===== src/urx_pkg.sv =====
// Constants, types and helpers shared by the receive recovery block
package urx_pkg;

  // ----------------------------------------------------------------
  // Register offsets
  // ----------------------------------------------------------------
  localparam logic [1:0] ADDR_STATUS = 2'h0;
  localparam logic [1:0] ADDR_CTRL   = 2'h1;
  localparam logic [1:0] ADDR_BAUD   = 2'h2;
  localparam logic [1:0] ADDR_DATA   = 2'h3;

  // ----------------------------------------------------------------
  // Field positions
  // ----------------------------------------------------------------
  localparam int ST_MPCM  = 0;
  localparam int ST_NINTH = 1;
  localparam int ST_DOR   = 3;
  localparam int ST_FE    = 4;
  localparam int ST_TXC   = 6;
  localparam int ST_RXC   = 7;
  localparam int CT_DBL   = 0;
  localparam int CT_SIZE  = 1;
  localparam int CT_TWO   = 4;
  localparam int CT_RXEN  = 5;

  // ----------------------------------------------------------------
  // Reset values
  // ----------------------------------------------------------------
  localparam logic [7:0] CTRL_RST = 8'h26;
  localparam logic [7:0] BAUD_RST = 8'h0C;
  localparam logic       MPCM_RST = 1'b0;

  // ----------------------------------------------------------------
  // Sampling figures
  // ----------------------------------------------------------------
  localparam logic [4:0] SPB_NORM     = 5'h10;
  localparam logic [4:0] SPB_DBL      = 5'h08;
  localparam logic [4:0] VOTE_NORM    = 5'h08;
  localparam logic [4:0] VOTE_DBL     = 5'h04;
  localparam logic [4:0] STOP_END_DBL = 5'h07;
  localparam logic [2:0] SIZE_NINE    = 3'h7;
  localparam logic [2:0] SIZE_EIGHT   = 3'h3;
  localparam logic [3:0] BITS_MIN     = 4'h5;
  localparam logic [3:0] BITS_EIGHT   = 4'h8;
  localparam logic [3:0] BITS_NINE    = 4'h9;

  // ----------------------------------------------------------------
  // Types
  // ----------------------------------------------------------------
  typedef enum logic [1:0] {
    URX_IDLE  = 2'b00,
    URX_START = 2'b01,
    URX_DATA  = 2'b11,
    URX_STOP  = 2'b10
  } urx_state_t;

  typedef struct packed {
    logic       fe;
    logic [8:0] data;
  } urx_frame_t;

  typedef struct packed {
    logic       rx_en;
    logic       two_stop;
    logic [2:0] size;
    logic       dbl;
  } urx_ctrl_t;

  // ----------------------------------------------------------------
  // Helpers
  // ----------------------------------------------------------------
  function automatic logic urx_maj3(input logic a, input logic b, input logic c);
    return (a & b) | (a & c) | (b & c);
  endfunction

  function automatic logic [3:0] urx_nbits(input logic [2:0] size);
    if (size == SIZE_NINE) begin
      return BITS_NINE;
    end
    if (size <= SIZE_EIGHT) begin
      return BITS_MIN + {1'b0, size};
    end
    return BITS_EIGHT;
  endfunction

endpackage


===== src/urx_rx.sv =====
// Receive data recovery with multiprocessor address filter
//
// What this block does
// - Recovery steps 16 states per bit, or 8 in double speed.
// - Votes use samples 8,9,10 normally, 4,5,6 in double speed.
// - Bit is one when two or three votes are high, else zero.
// - Recover every bit through first stop bit; ignore later stop bits.
// - First stop bit voted; a zero sets the stored frame error flag.
// - Next falling edge accepted right after stop vote; later in double speed.
// - With filter enabled, non-address frames are dropped, never buffered.
// - Filter enable leaves the transmitter untouched.
// - Frame type is first stop bit, or ninth bit for 9-bit frames.
// - Frame type one means address, zero means data.
// - Accepted address frame sets receive complete as usual.
// - Transmitter and receiver share one character size setting.
// - Line sampled at 16x baud, or 8x in double speed.
// - Start bit voted after the edge; high majority rejects it.
`timescale 1ns/1ps
module urx_rx
  import urx_pkg::*;
#(
  parameter int DEPTH = 2
) (
  // Clock and reset
  input  wire logic       clk,
  input  wire logic       arst_n,
  // Register port
  input  wire logic [1:0] reg_addr,
  input  wire logic [7:0] reg_wdata,
  input  wire logic       reg_wr,
  input  wire logic       reg_rd,
  output logic      [7:0] reg_rdata,
  // Serial line
  input  wire logic       rxd,
  // Transmitter side
  input  wire logic       tx_done,
  output logic      [2:0] char_size_select,
  output logic            two_stop_select,
  output logic            double_speed_select,
  // Status
  output logic            rx_complete_flag
);

  localparam int PW = (DEPTH > 1) ? $clog2(DEPTH) : 1;
  localparam int CW = $clog2(DEPTH + 1);

  urx_ctrl_t      ctrl_r;
  logic [7:0]     baud_r;
  logic [7:0]     baud_cnt_r;
  logic           tick;
  logic           mpcm_r;
  logic           txc_r;
  logic           dor_r;
  urx_state_t     state_r;
  logic [4:0]     cnt_r;
  logic [3:0]     bit_idx_r;
  logic [1:0]     v_r;
  logic [8:0]     sr_r;
  logic           stop_r;
  logic           done_r;
  logic           fin_stop_r;
  logic [8:0]     fin_data_r;
  logic [4:0]     spb;
  logic [4:0]     vfirst;
  logic [4:0]     vmid;
  logic [4:0]     vlast;
  logic [4:0]     stop_end;
  logic [3:0]     nbits;
  logic           vote_now;
  logic           ftype;
  logic           accept;
  logic           push;
  logic           pop;
  logic [PW-1:0]  wr_ptr_r;
  logic [PW-1:0]  rd_ptr_r;
  logic [CW-1:0]  count_r;
  urx_frame_t     wr_frame;
  urx_frame_t     rd_frame;
  logic [1:0]     rd_sel_r;
  logic           rd_mem_r;
  logic [7:0]     rbase_r;

  // ----------------------------------------------------------------
  // Control registers
  // ----------------------------------------------------------------
  always_ff @(posedge clk or negedge arst_n) begin
    if (!arst_n) begin
      ctrl_r <= urx_ctrl_t'(CTRL_RST[5:0]);
      baud_r <= BAUD_RST;
    end else if (reg_wr && reg_addr == ADDR_CTRL) begin
      ctrl_r <= urx_ctrl_t'(reg_wdata[5:0]);
    end else if (reg_wr && reg_addr == ADDR_BAUD) begin
      baud_r <= reg_wdata;
    end
  end

  always_ff @(posedge clk or negedge arst_n) begin
    if (!arst_n) begin
      mpcm_r <= MPCM_RST;
    end else if (reg_wr && reg_addr == ADDR_STATUS) begin
      mpcm_r <= reg_wdata[ST_MPCM];
    end
  end

  // Done pulse sets; writing one clears; set wins
  always_ff @(posedge clk or negedge arst_n) begin
    if (!arst_n) begin
      txc_r <= 1'b0;
    end else if (tx_done) begin
      txc_r <= 1'b1;
    end else if (reg_wr && reg_addr == ADDR_STATUS && reg_wdata[ST_TXC]) begin
      txc_r <= 1'b0;
    end
  end

  // Transmitter sees size, stop and double speed setting, never the filter enable
  assign char_size_select    = ctrl_r.size;
  assign two_stop_select     = ctrl_r.two_stop;
  assign double_speed_select = ctrl_r.dbl;

  // ----------------------------------------------------------------
  // Oversampling tick and sample numbering
  // ----------------------------------------------------------------
  always_ff @(posedge clk or negedge arst_n) begin
    if (!arst_n) begin
      baud_cnt_r <= '0;
    end else if (tick) begin
      baud_cnt_r <= baud_r;
    end else begin
      baud_cnt_r <= baud_cnt_r - 8'h01;
    end
  end

  assign tick     = (baud_cnt_r == 8'h00);
  assign spb      = ctrl_r.dbl ? SPB_DBL : SPB_NORM;
  assign vfirst   = ctrl_r.dbl ? VOTE_DBL : VOTE_NORM;
  assign vmid     = vfirst + 5'h01;
  assign vlast    = vfirst + 5'h02;
  assign stop_end = ctrl_r.dbl ? STOP_END_DBL : vlast;
  assign nbits    = urx_nbits(ctrl_r.size);
  assign vote_now = urx_maj3(v_r[0], v_r[1], rxd);

  // ----------------------------------------------------------------
  // Recovery state machine
  // ----------------------------------------------------------------
  always_ff @(posedge clk or negedge arst_n) begin
    if (!arst_n) begin
      state_r <= URX_IDLE;
      cnt_r   <= '0;
    end else if (!ctrl_r.rx_en) begin
      state_r <= URX_IDLE;
      cnt_r   <= '0;
    end else if (tick) begin
      case (state_r)
        URX_IDLE: begin
          if (!rxd) begin
            state_r <= URX_START;
            cnt_r   <= 5'h02;
          end
        end
        URX_START: begin
          if (cnt_r == vlast && vote_now) begin
            state_r <= URX_IDLE;
            cnt_r   <= '0;
          end else if (cnt_r == spb) begin
            state_r <= URX_DATA;
            cnt_r   <= 5'h01;
          end else begin
            cnt_r <= cnt_r + 5'h01;
          end
        end
        URX_DATA: begin
          if (cnt_r == spb) begin
            cnt_r <= 5'h01;
            if (bit_idx_r == nbits) begin
              state_r <= URX_STOP;
            end
          end else begin
            cnt_r <= cnt_r + 5'h01;
          end
        end
        URX_STOP: begin
          if (cnt_r == stop_end) begin
            state_r <= URX_IDLE;
            cnt_r   <= '0;
          end else begin
            cnt_r <= cnt_r + 5'h01;
          end
        end
        default: begin
          state_r <= URX_IDLE;
          cnt_r   <= '0;
        end
      endcase
    end
  end

  always_ff @(posedge clk or negedge arst_n) begin
    if (!arst_n) begin
      bit_idx_r <= '0;
    end else if (tick && state_r == URX_START) begin
      bit_idx_r <= '0;
    end else if (tick && state_r == URX_DATA && cnt_r == vlast) begin
      bit_idx_r <= bit_idx_r + 4'h1;
    end
  end

  // Center samples held for the vote
  always_ff @(posedge clk or negedge arst_n) begin
    if (!arst_n) begin
      v_r <= '0;
    end else if (tick && state_r != URX_IDLE && cnt_r == vfirst) begin
      v_r[0] <= rxd;
    end else if (tick && state_r != URX_IDLE && cnt_r == vmid) begin
      v_r[1] <= rxd;
    end
  end

  always_ff @(posedge clk or negedge arst_n) begin
    if (!arst_n) begin
      sr_r <= '0;
    end else if (tick && state_r == URX_DATA && cnt_r == vlast) begin
      sr_r <= {vote_now, sr_r[8:1]};
    end
  end

  always_ff @(posedge clk or negedge arst_n) begin
    if (!arst_n) begin
      stop_r <= 1'b1;
    end else if (tick && state_r == URX_STOP && cnt_r == vlast) begin
      stop_r <= vote_now;
    end
  end

  // Frame completion, data right aligned
  always_ff @(posedge clk or negedge arst_n) begin
    if (!arst_n) begin
      done_r     <= 1'b0;
      fin_stop_r <= 1'b1;
      fin_data_r <= '0;
    end else begin
      done_r <= ctrl_r.rx_en && tick && state_r == URX_STOP && cnt_r == stop_end;
      if (tick && state_r == URX_STOP && cnt_r == stop_end) begin
        fin_stop_r <= (cnt_r == vlast) ? vote_now : stop_r;
        fin_data_r <= sr_r >> (BITS_NINE - nbits);
      end
    end
  end

  // ----------------------------------------------------------------
  // Address filter and receive buffer
  // ----------------------------------------------------------------
  assign ftype  = (ctrl_r.size == SIZE_NINE) ? fin_data_r[8] : fin_stop_r;
  assign accept = !(mpcm_r && !ftype);
  assign push   = done_r && accept && ctrl_r.rx_en && count_r < CW'(DEPTH);
  assign pop    = reg_rd && reg_addr == ADDR_DATA && count_r != '0;

  assign wr_frame.fe   = !fin_stop_r;
  assign wr_frame.data = fin_data_r;

  always_ff @(posedge clk or negedge arst_n) begin
    if (!arst_n) begin
      wr_ptr_r <= '0;
      rd_ptr_r <= '0;
      count_r  <= '0;
    end else if (!ctrl_r.rx_en) begin
      wr_ptr_r <= '0;
      rd_ptr_r <= '0;
      count_r  <= '0;
    end else begin
      if (push) begin
        wr_ptr_r <= wr_ptr_r + PW'(1);
      end
      if (pop) begin
        rd_ptr_r <= rd_ptr_r + PW'(1);
      end
      if (push && !pop) begin
        count_r <= count_r + CW'(1);
      end else if (pop && !push) begin
        count_r <= count_r - CW'(1);
      end
    end
  end

  // Overrun kept only for accepted frames
  always_ff @(posedge clk or negedge arst_n) begin
    if (!arst_n) begin
      dor_r <= 1'b0;
    end else if (done_r && accept && ctrl_r.rx_en && !push) begin
      dor_r <= 1'b1;
    end else if (push) begin
      dor_r <= 1'b0;
    end
  end

  assign rx_complete_flag = (count_r != '0);

  urx_rxbuf #(
    .W     ($bits(urx_frame_t)),
    .DEPTH (DEPTH)
  ) u_buf (
    .clk     (clk),
    .arst_n  (arst_n),
    .wr_en   (push),
    .wr_addr (wr_ptr_r),
    .wr_data (wr_frame),
    .rd_addr (rd_ptr_r),
    .rd_q    (rd_frame)
  );

  // ----------------------------------------------------------------
  // Read path
  // ----------------------------------------------------------------
  always_ff @(posedge clk or negedge arst_n) begin
    if (!arst_n) begin
      rd_sel_r <= '0;
      rd_mem_r <= 1'b0;
      rbase_r  <= '0;
    end else begin
      rd_sel_r <= reg_addr;
      rd_mem_r <= reg_rd && count_r != '0 &&
                  (reg_addr == ADDR_DATA || reg_addr == ADDR_STATUS);
      rbase_r  <= '0;
      if (reg_rd) begin
        case (reg_addr)
          ADDR_STATUS: begin
            rbase_r[ST_RXC]  <= (count_r != '0);
            rbase_r[ST_TXC]  <= txc_r;
            rbase_r[ST_DOR]  <= dor_r;
            rbase_r[ST_MPCM] <= mpcm_r;
          end
          ADDR_CTRL: rbase_r <= {2'b00, ctrl_r};
          ADDR_BAUD: rbase_r <= baud_r;
          default:   rbase_r <= '0;
        endcase
      end
    end
  end

  always_comb begin
    reg_rdata = rbase_r;
    if (rd_mem_r && rd_sel_r == ADDR_DATA) begin
      reg_rdata = rd_frame.data[7:0];
    end else if (rd_mem_r) begin
      reg_rdata[ST_FE]    = rd_frame.fe;
      reg_rdata[ST_NINTH] = rd_frame.data[8];
    end
  end
endmodule


===== src/urx_rxbuf.sv =====
// Small frame store with registered read data
`timescale 1ns/1ps
module urx_rxbuf #(
  parameter int W     = 10,
  parameter int DEPTH = 2
) (
  // Clock and reset
  input  wire logic                     clk,
  input  wire logic                     arst_n,
  // Write side
  input  wire logic                     wr_en,
  input  wire logic [$clog2(DEPTH)-1:0] wr_addr,
  input  wire logic [W-1:0]             wr_data,
  // Read side
  input  wire logic [$clog2(DEPTH)-1:0] rd_addr,
  output logic      [W-1:0]             rd_q
);

  logic [W-1:0] mem [DEPTH];

  always_ff @(posedge clk) begin
    if (wr_en) begin
      mem[wr_addr] <= wr_data;
    end
  end

  always_ff @(posedge clk or negedge arst_n) begin
    if (!arst_n) begin
      rd_q <= '0;
    end else begin
      rd_q <= mem[rd_addr];
    end
  end

endmodule


===== config.mk =====
export PLATFORM = sky130hd
export DESIGN_NAME = urx_rx
export DESIGN_NICKNAME = d
export VERILOG_FILES = /design/src/urx_pkg.sv /design/src/urx_rx.sv /design/src/urx_rxbuf.sv
export SDC_FILE = /design/constraint.sdc
export NUM_CORES = 1
export LEC_CHECK = 0
export BUFFER_PORTS_ARGS = -buffer_cell sky130_fd_sc_hd__buf_2
export CAP_MARGIN = 30
export CELL_PAD_IN_SITES_DETAIL_PLACEMENT = 0
export CELL_PAD_IN_SITES_GLOBAL_PLACEMENT = 1
export CORE_MARGIN = 4
export CORE_UTILIZATION = 51
export CTS_BUF_LIST = sky130_fd_sc_hd__clkbuf_8
export DETAILED_ROUTE_END_ITERATION = 10
export GPL_TIMING_DRIVEN = 0
export PLACE_DENSITY_LB_ADDON = 0.1
export RECOVER_POWER = 25
export SYNTH_ARGS = -nofsm -noshare
export SYNTH_HDL_FRONTEND = slang
export SYNTH_SLANG_ARGS = --single-unit

===== constraint.sdc =====
create_clock -name clk -period 3.5 [get_ports clk]
set_clock_uncertainty 0.2 [all_clocks]
set_input_delay 0.35 -clock clk [delete_from_list [all_inputs] [get_ports clk]]
set_output_delay 0.35 -clock clk [all_outputs]
set_load 0.02 [all_outputs]

==> results of run 1 <==
-- metal layers --
| layer | vias up | track usage, % | share of wire [%] |
|---|---|---|---|
| li1 | 1696 | - | - |
| met1 | 1658 | 24.8 | 46 |
| met4 | 0 | 5.05 | 0.85 |
| met3 | 5 | 5.31 | 3.9 |
| met2 | 73 | 32.0 | 49 |
| met5 | - | 0 | 0 |
-- worst max-delay path: stages (launching register included) --
cell and delay (ns):
sky130_fd_sc_hd__dfstp_2 0.67, sky130_fd_sc_hd__ha_1 0.25, sky130_fd_sc_hd__ha_1 0.33, sky130_fd_sc_hd__nor2b_1 0.10
sky130_fd_sc_hd__o21a_1 0.19, sky130_fd_sc_hd__inv_1 0.11, sky130_fd_sc_hd__buf_2 0.21, sky130_fd_sc_hd__ha_1 0.22
sky130_fd_sc_hd__xor2_1 0.34, sky130_fd_sc_hd__a31oi_1 0.18, sky130_fd_sc_hd__o41ai_2 0.35
-- cells in the final DEF (no fill, tap or decap), types with 3 or more instances in the layout --
master / synthesis / final
sky130_fd_sc_hd__ha_1: 14 / 14
sky130_fd_sc_hd__edfxtp_1: 20 / 20
sky130_fd_sc_hd__nor2_1: 33 / 33
sky130_fd_sc_hd__dfrtp_1: 77 / 77
sky130_fd_sc_hd__nand2_1: 30 / 30
sky130_fd_sc_hd__buf_2: 3 / 29
sky130_fd_sc_hd__a22oi_1: 8 / 8
sky130_fd_sc_hd__dlygate4sd3_1: 0 / 10
sky130_fd_sc_hd__o21ai_0: 22 / 22
sky130_fd_sc_hd__dfstp_2: 7 / 6
sky130_fd_sc_hd__mux2i_1: 5 / 5
sky130_fd_sc_hd__xnor2_1: 7 / 7
sky130_fd_sc_hd__and2_1: 5 / 5
sky130_fd_sc_hd__nor3_1: 6 / 6
sky130_fd_sc_hd__inv_1: 17 / 17
sky130_fd_sc_hd__clkbuf_1: 7 / 10
sky130_fd_sc_hd__buf_4: 4 / 4
sky130_fd_sc_hd__a21o_1: 3 / 3
sky130_fd_sc_hd__nand3b_1: 4 / 4
sky130_fd_sc_hd__nand2b_1: 6 / 6
sky130_fd_sc_hd__a22o_1: 3 / 3
sky130_fd_sc_hd__nor3b_1: 3 / 3
sky130_fd_sc_hd__nand3_1: 21 / 21
sky130_fd_sc_hd__mux2_2: 45 / 45
sky130_fd_sc_hd__a21oi_1: 21 / 21
sky130_fd_sc_hd__a31oi_1: 5 / 5
sky130_fd_sc_hd__xor2_1: 4 / 4
sky130_fd_sc_hd__o21a_1: 3 / 3
sky130_fd_sc_hd__o22ai_1: 3 / 3
sky130_fd_sc_hd__clkbuf_8: 0 / 9
sky130_fd_sc_hd__nor2b_1: 7 / 7
-- cell families after synthesis --
kind of cell / Yosys count / share of synthesized area [%]
AOI/OAI and AO/OA: 87 / 11.9
xor gates and xnor gates: 11 / 1.89
adders and majority gates: 15 / 3.63
buffers and inverters: 32 / 2.87
DFF: 104 / 53.2
muxes: 52 / 11.8
and+or+nand+nor: 135 / 14.7
-- state kept, by name (all words and copies together), names as in the netlist, 2 cells and up --
register,flops
count_r,2
baud_r,8
fin_data_r,9
baud_cnt_r,8
state_r,2
cnt_r,5
rbase_r,8
bit_idx_r,4
u_buf.mem,20
sr_r,9
v_r,2
char_size_select,3
u_buf.rd_q,10
rd_sel_r,2
-- how the worst max path moves through the flow --
stage / from / to / depth (start not counted)
3_3_place_gp: char_size_select[0] / fin_data_r[0] / 10
3_5_place_dp: char_size_select[0] / fin_data_r[0] / 10
5_1_grt: char_size_select[0] / fin_data_r[0] / 10
4_1_cts: char_size_select[0] / fin_data_r[0] / 10
2_1_floorplan: char_size_select[0] / fin_data_r[0] / 10
6_report: char_size_select[0] / fin_data_r[0] / 10
-- power by group --
group | switching [mW] | total [mW] | leakage [nW] | internal, mW
combinational | 0.349 | 0.601 | 1.06 | 0.252
sequential | 0.116 | 1.45 | 1.21 | 1.33
clock | 0.458 | 0.739 | 0.0970 | 0.281
total | 0.923 | 2.79 | 2.36 | 1.86
-- metrics by stage --
step / power (mW) / setup slack [ns]
floorplan: 1.89 / 0.661
global placement: 2.05 / 0.272
detailed placement: 2.07 / 0.223
CTS: 2.82 / 0.192
global route: 2.95 / 0.0198
finish: 2.79 / 0.232
-- repair_timing --
| action | CTS | global route |
|---|---|---|
| setup buffers | 0 | 0 |
| hold buffers | 10 | 0 |
| endpoints found under the hold margin | 48 | 0 |
-- area by class of cell --
| cell class | count | area, µm² |
|---|---|---|
| fill | 851 | 4010 |
| sequential | 104 | 2710 |
| multi-input combinational | 300 | 2240 |
| timing repair buffer | 40 | 262 |
| tap | 133 | 166 |
| clock buffer | 9 | 124 |
| buffer | 15 | 82.6 |
| clock inverter | 7 | 72.6 |
| inverter | 17 | 63.8 |
==> impl_metrics.csv, run 1 <==
group,metric,value,unit
logic_synthesis,synth.top_cell.area_share,37.8,%
sta,report.final.setup_viol,0,
detailed_routing,via_count,3432,
sta,fin_crit_sh,93.4,%
clock_tree,cts_buffers,9,
logic_synthesis,syn_inst,436,
worst_setup_path,crit_fanout,10,
logic_synthesis,post-synth-top-count-cell,"sky130_fd_sc_hd__dfrtp_1",
clock_tree,cts_tree,"built",
sta,timing_max_transition_violations_final,42,
detailed_routing,detailedRoute.firstPassIterationCount,4,
layout,final-instance-count-excl-fill,625,
clock_tree,root_buffer,"sky130_fd_sc_hd__clkbuf_8",
sta,maxSlewHeadroom,-55.9,%
outcome,result_of_the_run,"finished, violations left",
sta,timing_hold_violations_final,0,
floorplan,total_die_area,0.0117,mm²
clock_tree,clock_insertion_delay_worst_skew,0.39,ns
clock_tree,number_of_sinks_handled_by_clock_tree_synthesis,104,
worst_setup_path,r2r_cells,10,
logic_synthesis,synth.cell_area,0.00509,mm²
layout,post_route_cells_drive_above_1_share,24.0,%
placement,place_hpwl,7.44,mm
logic_synthesis,async_flop_share,80.8,%
placement,dp.cells,599,
logic_synthesis,postSynth.topFlopCell,"sky130_fd_sc_hd__dfrtp_1",
power,static_leak,2.36,nW
global_routing,grt_overflow,0,
logic_synthesis,post_synth_main_area_contributors,"sky130_fd_sc_hd__dfrtp_1 (38%), sky130_fd_sc_hd__edfxtp_1 (12%), sky130_fd_sc_hd__mux2_2 (9.9%), sky130_fd_sc_hd__dfstp_2 (3.6%), sky130_fd_sc_hd__ha_1 (3.4%)",
global_routing,antenna_violations_before_repair,0,
clock_tree,cts-htree-levels,3,
sta,worst_slew_pin_slew,2.34,ns
floorplan,core_region_area,0.00973,mm²
sta,rsz0062_at_grt,"no",
layout,area_delta_synth_final,12.3,%
detailed_routing,number_of_vias_per_cell,5.49,
global_routing,first_global_vias,3443,
floorplan,ioPinCount,30,
floorplan,die_x,108,µm
detailed_routing,routedWlPerCell,16.3,µm
worst_setup_path,cp-end-kind,"register",
sta,fin_crit,3.27,ns
worst_setup_path,critPathKind,"register to register",
worst_hold_path,holdPathEnd,"char_size_select[1]",
job,timing.max_cap.violations,1,
logic_synthesis,syn-mean-instance-area,11.7,µm²
layout,net_total_in_the_final_layout,517,
logic_synthesis,synth_top_cells_by_count,"sky130_fd_sc_hd__dfrtp_1 (77), sky130_fd_sc_hd__mux2_2 (45), sky130_fd_sc_hd__nor2_1 (33)",
outcome,violations,"capacitance limit, slew limit",
power,maximum_resistive_drop_on_vdd,0.359,mV
logic_synthesis,postSynthRegisterBits,104,
floorplan,rows,36,
worst_setup_path,worst_r2r_startpoint,"char_size_select[0]",
placement,routabilityCongestion,0.856,
logic_synthesis,yosysWarnings,0,
power,power.density,487,mW/mm²
sta,max_freq,306,MHz
logic_synthesis,edff_count_synth,20,
layout,insertedDiodeCount,0,
floorplan,dieHeight,108,µm
worst_hold_path,min_path_type,"input pin to register",
logic_synthesis,synth.distinct_cells,64,
layout,postLayoutCellArea,0.00572,mm²
layout,post_route_core_utilization,58.8,%
worst_setup_path,setup_slack_of_the_most_critical_reg_to_reg_path,0.23,ns
clock_tree,cts_repair_resize_count,0,
global_routing,global_route.usage.total,19.2,%
floorplan,initial_core_util,52.4,%
sta,tns,0,ns
worst_hold_path,worst_hold_path.num_cells,2,
detailed_routing,drt_wl_total,10.2,mm
worst_setup_path,setup.worst_path.start_class,"register",
placement,dpl_cell_area,0.00543,mm²
placement,place.port_buffers,29,
clock_tree,max-clock-path-buffers,2,
global_routing,grt_pass1_wl,17.2,mm
worst_setup_path,reg2reg_to,"fin_data_r[0]",
detailed_routing,drcViolationCount,0,
worst_setup_path,worst-endpoint-arrival,3.35,ns
clock_tree,clk_transition_reported_paths,0.11,ns
logic_synthesis,synth_seq_area_share,53.2,%
logic_synthesis,post-synth-top-area-cell,"sky130_fd_sc_hd__dfrtp_1",
worst_hold_path,hp-start,"reg_wdata[2]",
detailed_routing,first_iter_violations,145,
logic_synthesis,synthesis.nets,466,
worst_setup_path,worstPathRequired,3.58,ns
global_routing,grt_max_degree,44,
detailed_routing,postRouteAntennaNets,0,
sta,worst_hold_slack,0.0278,ns
No activity file was read; power rests on OpenSTA's default activity.
==> inputs of run 2 (changes only) <==
==> config.mk (replaced) <==
export PLATFORM = sky130hd
export DESIGN_NAME = urx_rx
export DESIGN_NICKNAME = d
export VERILOG_FILES = /design/src/urx_pkg.sv /design/src/urx_rx.sv /design/src/urx_rxbuf.sv
export SDC_FILE = /design/constraint.sdc
export NUM_CORES = 1
export LEC_CHECK = 0
export ABC_AREA = 1
export BUFFER_PORTS_ARGS = -buffer_cell sky130_fd_sc_hd__buf_2
export CAP_MARGIN = 30
export CORE_MARGIN = 4
export CORE_UTILIZATION = 45
export CTS_BUF_LIST = sky130_fd_sc_hd__clkbuf_8
export DETAILED_ROUTE_END_ITERATION = 10
export GPL_TIMING_DRIVEN = 0
export RECOVER_POWER = 25
export SYNTH_ARGS = -nofsm -noshare
export SYNTH_HDL_FRONTEND = slang
export SYNTH_SLANG_ARGS = --single-unit
==> impl_metrics.csv, run 2 <==
group,metric,value,unit
clock_tree,clk_transition_reported_paths,0.11,ns
power,static_leak,2.62,nW
clock_tree,root_buffer,"sky130_fd_sc_hd__clkbuf_8",
sta,worst_slew_pin_slew,1.53,ns
detailed_routing,postRouteAntennaNets,0,
floorplan,rows,38,
logic_synthesis,synth_simple_gate_area_share,22.4,%
worst_hold_path,min_path_type,"input pin to register",
placement,place.port_buffers,29,
clock_tree,max-clock-path-buffers,2,
floorplan,total_die_area,0.0129,mm²
logic_synthesis,edff_count_synth,20,
worst_setup_path,crit_fanout,10,
sta,timing_max_transition_violations_final,25,
layout,final_common_cell,"sky130_fd_sc_hd__nand2_1",
logic_synthesis,synth.area.mux_share,2.17,%
global_routing,grt_max_degree,61,
detailed_routing,first_iter_violations,311,
logic_synthesis,yosysWarnings,0,
detailed_routing,drt_wl_total,10.5,mm
floorplan,core_region_area,0.0109,mm²
logic_synthesis,syn_inst,577,
logic_synthesis,synth.cell_area,0.00502,mm²
logic_synthesis,synthesis.nets,607,
layout,max_ffs_per_register,20,
logic_synthesis,synth_seq_area_share,54.0,%
logic_synthesis,synth_top_cells_by_count,"sky130_fd_sc_hd__nand2_1 (170), sky130_fd_sc_hd__dfrtp_1 (77), sky130_fd_sc_hd__inv_1 (64)",
layout,largest_registers,"u_buf.mem (20), u_buf.rd_q (10)",
floorplan,initial_core_util,46.1,%
detailed_routing,detailedRoute.firstPassIterationCount,6,
logic_synthesis,synth_compound_gate_area_share,9.82,%
sta,maxSlewHeadroom,-1.93,%
sta,fin_crit,2.87,ns
clock_tree,clock_insertion_delay_worst_skew,0.39,ns
worst_setup_path,worst-endpoint-arrival,2.68,ns
layout,registers.top_by_ff_count,"u_buf.mem",
global_routing,grt_pass1_wl,18.0,mm
clock_tree,cts_buffers,9,
global_routing,grt_overflow,0,
floorplan,die_x,114,µm
sta,timing_hold_violations_final,0,
logic_synthesis,post-synth-top-count-cell,"sky130_fd_sc_hd__nand2_1",
logic_synthesis,post-synth-top-area-cell,"sky130_fd_sc_hd__dfrtp_1",
worst_setup_path,cp-end-kind,"register",
detailed_routing,number_of_vias_per_cell,5.06,
logic_synthesis,postSynthRegisterBits,104,
outcome,result_of_the_run,"finished, violations left",
global_routing,first_global_vias,3740,
sta,rsz0062_at_grt,"no",
sta,tns,0,ns
sta,fin_crit_sh,82.0,%
logic_synthesis,synth_xor_area_share,1.40,%
worst_setup_path,worstPathRequired,3.31,ns
worst_setup_path,critPathKind,"register to register",
layout,fillers,1047,
logic_synthesis,synth.distinct_cells,39,
logic_synthesis,postSynth.topFlopCell,"sky130_fd_sc_hd__dfrtp_1",
placement,dp_worst_setup_slack,0.642,ns
logic_synthesis,synth_top_family_by_area,"simple AND/OR/NAND/NOR gates",
floorplan,ioPinCount,30,
global_routing,antenna_violations_before_repair,0,
logic_synthesis,async_flop_share,80.8,%
sta,report.final.setup_viol,0,
logic_synthesis,post_synth_main_area_contributors,"sky130_fd_sc_hd__dfrtp_1 (38%), sky130_fd_sc_hd__nand2_1 (13%), sky130_fd_sc_hd__edfxtp_1 (12%), sky130_fd_sc_hd__inv_1 (4.8%), sky130_fd_sc_hd__o21ai_0 (4.6%)",
layout,net_total_in_the_final_layout,655,
sta,max_freq,348,MHz
layout,area_delta_synth_final,11.6,%
clock_tree,cts_tree,"built",
sta,final.setup.worst_slack,0.630,ns
clock_tree,cts_post_setup_buffers_inserted,0,
clock_tree,cts_repair_resize_count,0,
layout,final_cell_mix,"sky130_fd_sc_hd__nand2_1 (170), sky130_fd_sc_hd__dfrtp_1 (77), sky130_fd_sc_hd__inv_1 (65)",
layout,insertedDiodeCount,0,
placement,routabilityCongestion,0.868,
clock_tree,cts-htree-levels,3,
global_routing,global_route.usage.total,17.6,%
power,total_chip_power,2.76,mW
logic_synthesis,syn-mean-instance-area,8.70,µm²
layout,post_route_cells_drive_above_1_share,11.9,%
outcome,violations,"capacitance limit, slew limit",
floorplan,dieHeight,114,µm
power,maximum_resistive_drop_on_vdd,0.282,mV
job,timing.max_cap.violations,1,
placement,place_hpwl,7.74,mm
worst_setup_path,setup.worst_path.start_class,"register",
clock_tree,number_of_sinks_handled_by_clock_tree_synthesis,104,
power,power.density,492,mW/mm²
logic_synthesis,synth.top_cell.area_share,38.4,%
detailed_routing,via_count,3894,
detailed_routing,routedWlPerCell,13.6,µm
sta,worst_hold_slack,0.0372,ns
detailed_routing,drcViolationCount,0,
logic_synthesis,synth_adder_area_share,3.49,%
[run 2: area by class of cell]
class / count / area, µm² / share of cell area, %
clock buffer: 9 / 124 / 2.21
buffer: 13 / 72.6 / 1.29
multi-input combinational: 390 / 1970 / 35.2
timing repair buffer: 37 / 239 / 4.26
sequential: 104 / 2710 / 48.4
inverter: 70 / 263 / 4.69
tap: 140 / 175 / 3.13
clock inverter: 7 / 46.3 / 0.826
[run 2: power by group]
group | internal, mW | switching [mW]
combinational | 0.228 | 0.410
clock | 0.260 | 0.427
sequential | 1.34 | 0.0857
[run 2: metal layers]
metal / vias to the layer above / track usage (%) / part of all wire, %
met1: 1819 / 24.5 / 48
li1: 1970 / - / -
met3: 22 / 3.13 / 4.1
met5: - / 0 / 0
met4: 0 / 9.21 / 3.4
met2: 83 / 26.3 / 45
[run 2: cell families after synthesis]
group | Yosys count
and+or+nand+nor | 267
DFF | 104
AOI/OAI and AO/OA | 91
buffers and inverters | 83
adders and majority gates | 14
muxes | 10
xor gates and xnor gates | 8
[run 2: final timing paths]
check	start	end	slack (ns)	cells past startpoint
worst max register to register	char_size_select[0]	u_buf.mem[1][9]	0.63	8
max in group asynchronous	arst_n	fin_stop_r	1.42	3
worst min register to register	u_buf.mem[0][0]	u_buf.rd_q[0]	0.25	2
worst min-delay path	reg_wdata[2]	baud_r[2]	0.04	3
min in group asynchronous	arst_n	baud_cnt_r[5]	0.65	2
worst max-delay path	char_size_select[0]	u_buf.mem[1][9]	0.63	8
[run 2: metrics by stage]
stage | area, µm² | util [%] | cells
after global placement | 5340 | 49.0 | 746
final | 5600 | 51.5 | 770
after floorplan | 5020 | - | 577
after global routing | 5600 | 51.5 | 770
after detailed placement | 5370 | 49.3 | 747
after CTS | 5610 | 51.5 | 770
[run 2: critical path: stages (launching register included)]
cell and delay (ns):
sky130_fd_sc_hd__dfstp_2 0.64, sky130_fd_sc_hd__ha_1 0.22, sky130_fd_sc_hd__ha_1 0.20, sky130_fd_sc_hd__nand2_1 0.06
sky130_fd_sc_hd__nand3_1 0.08, sky130_fd_sc_hd__nand3_1 0.10, sky130_fd_sc_hd__nor2_1 0.20, sky130_fd_sc_hd__inv_1 0.12
sky130_fd_sc_hd__nor2_1 0.67
[run 2: what timing repair did]
item                                   4_1_cts  5_1_grt
setup endpoints to repair                    0        0
endpoints found under the hold margin       30        0
hold buffers                                 7        0
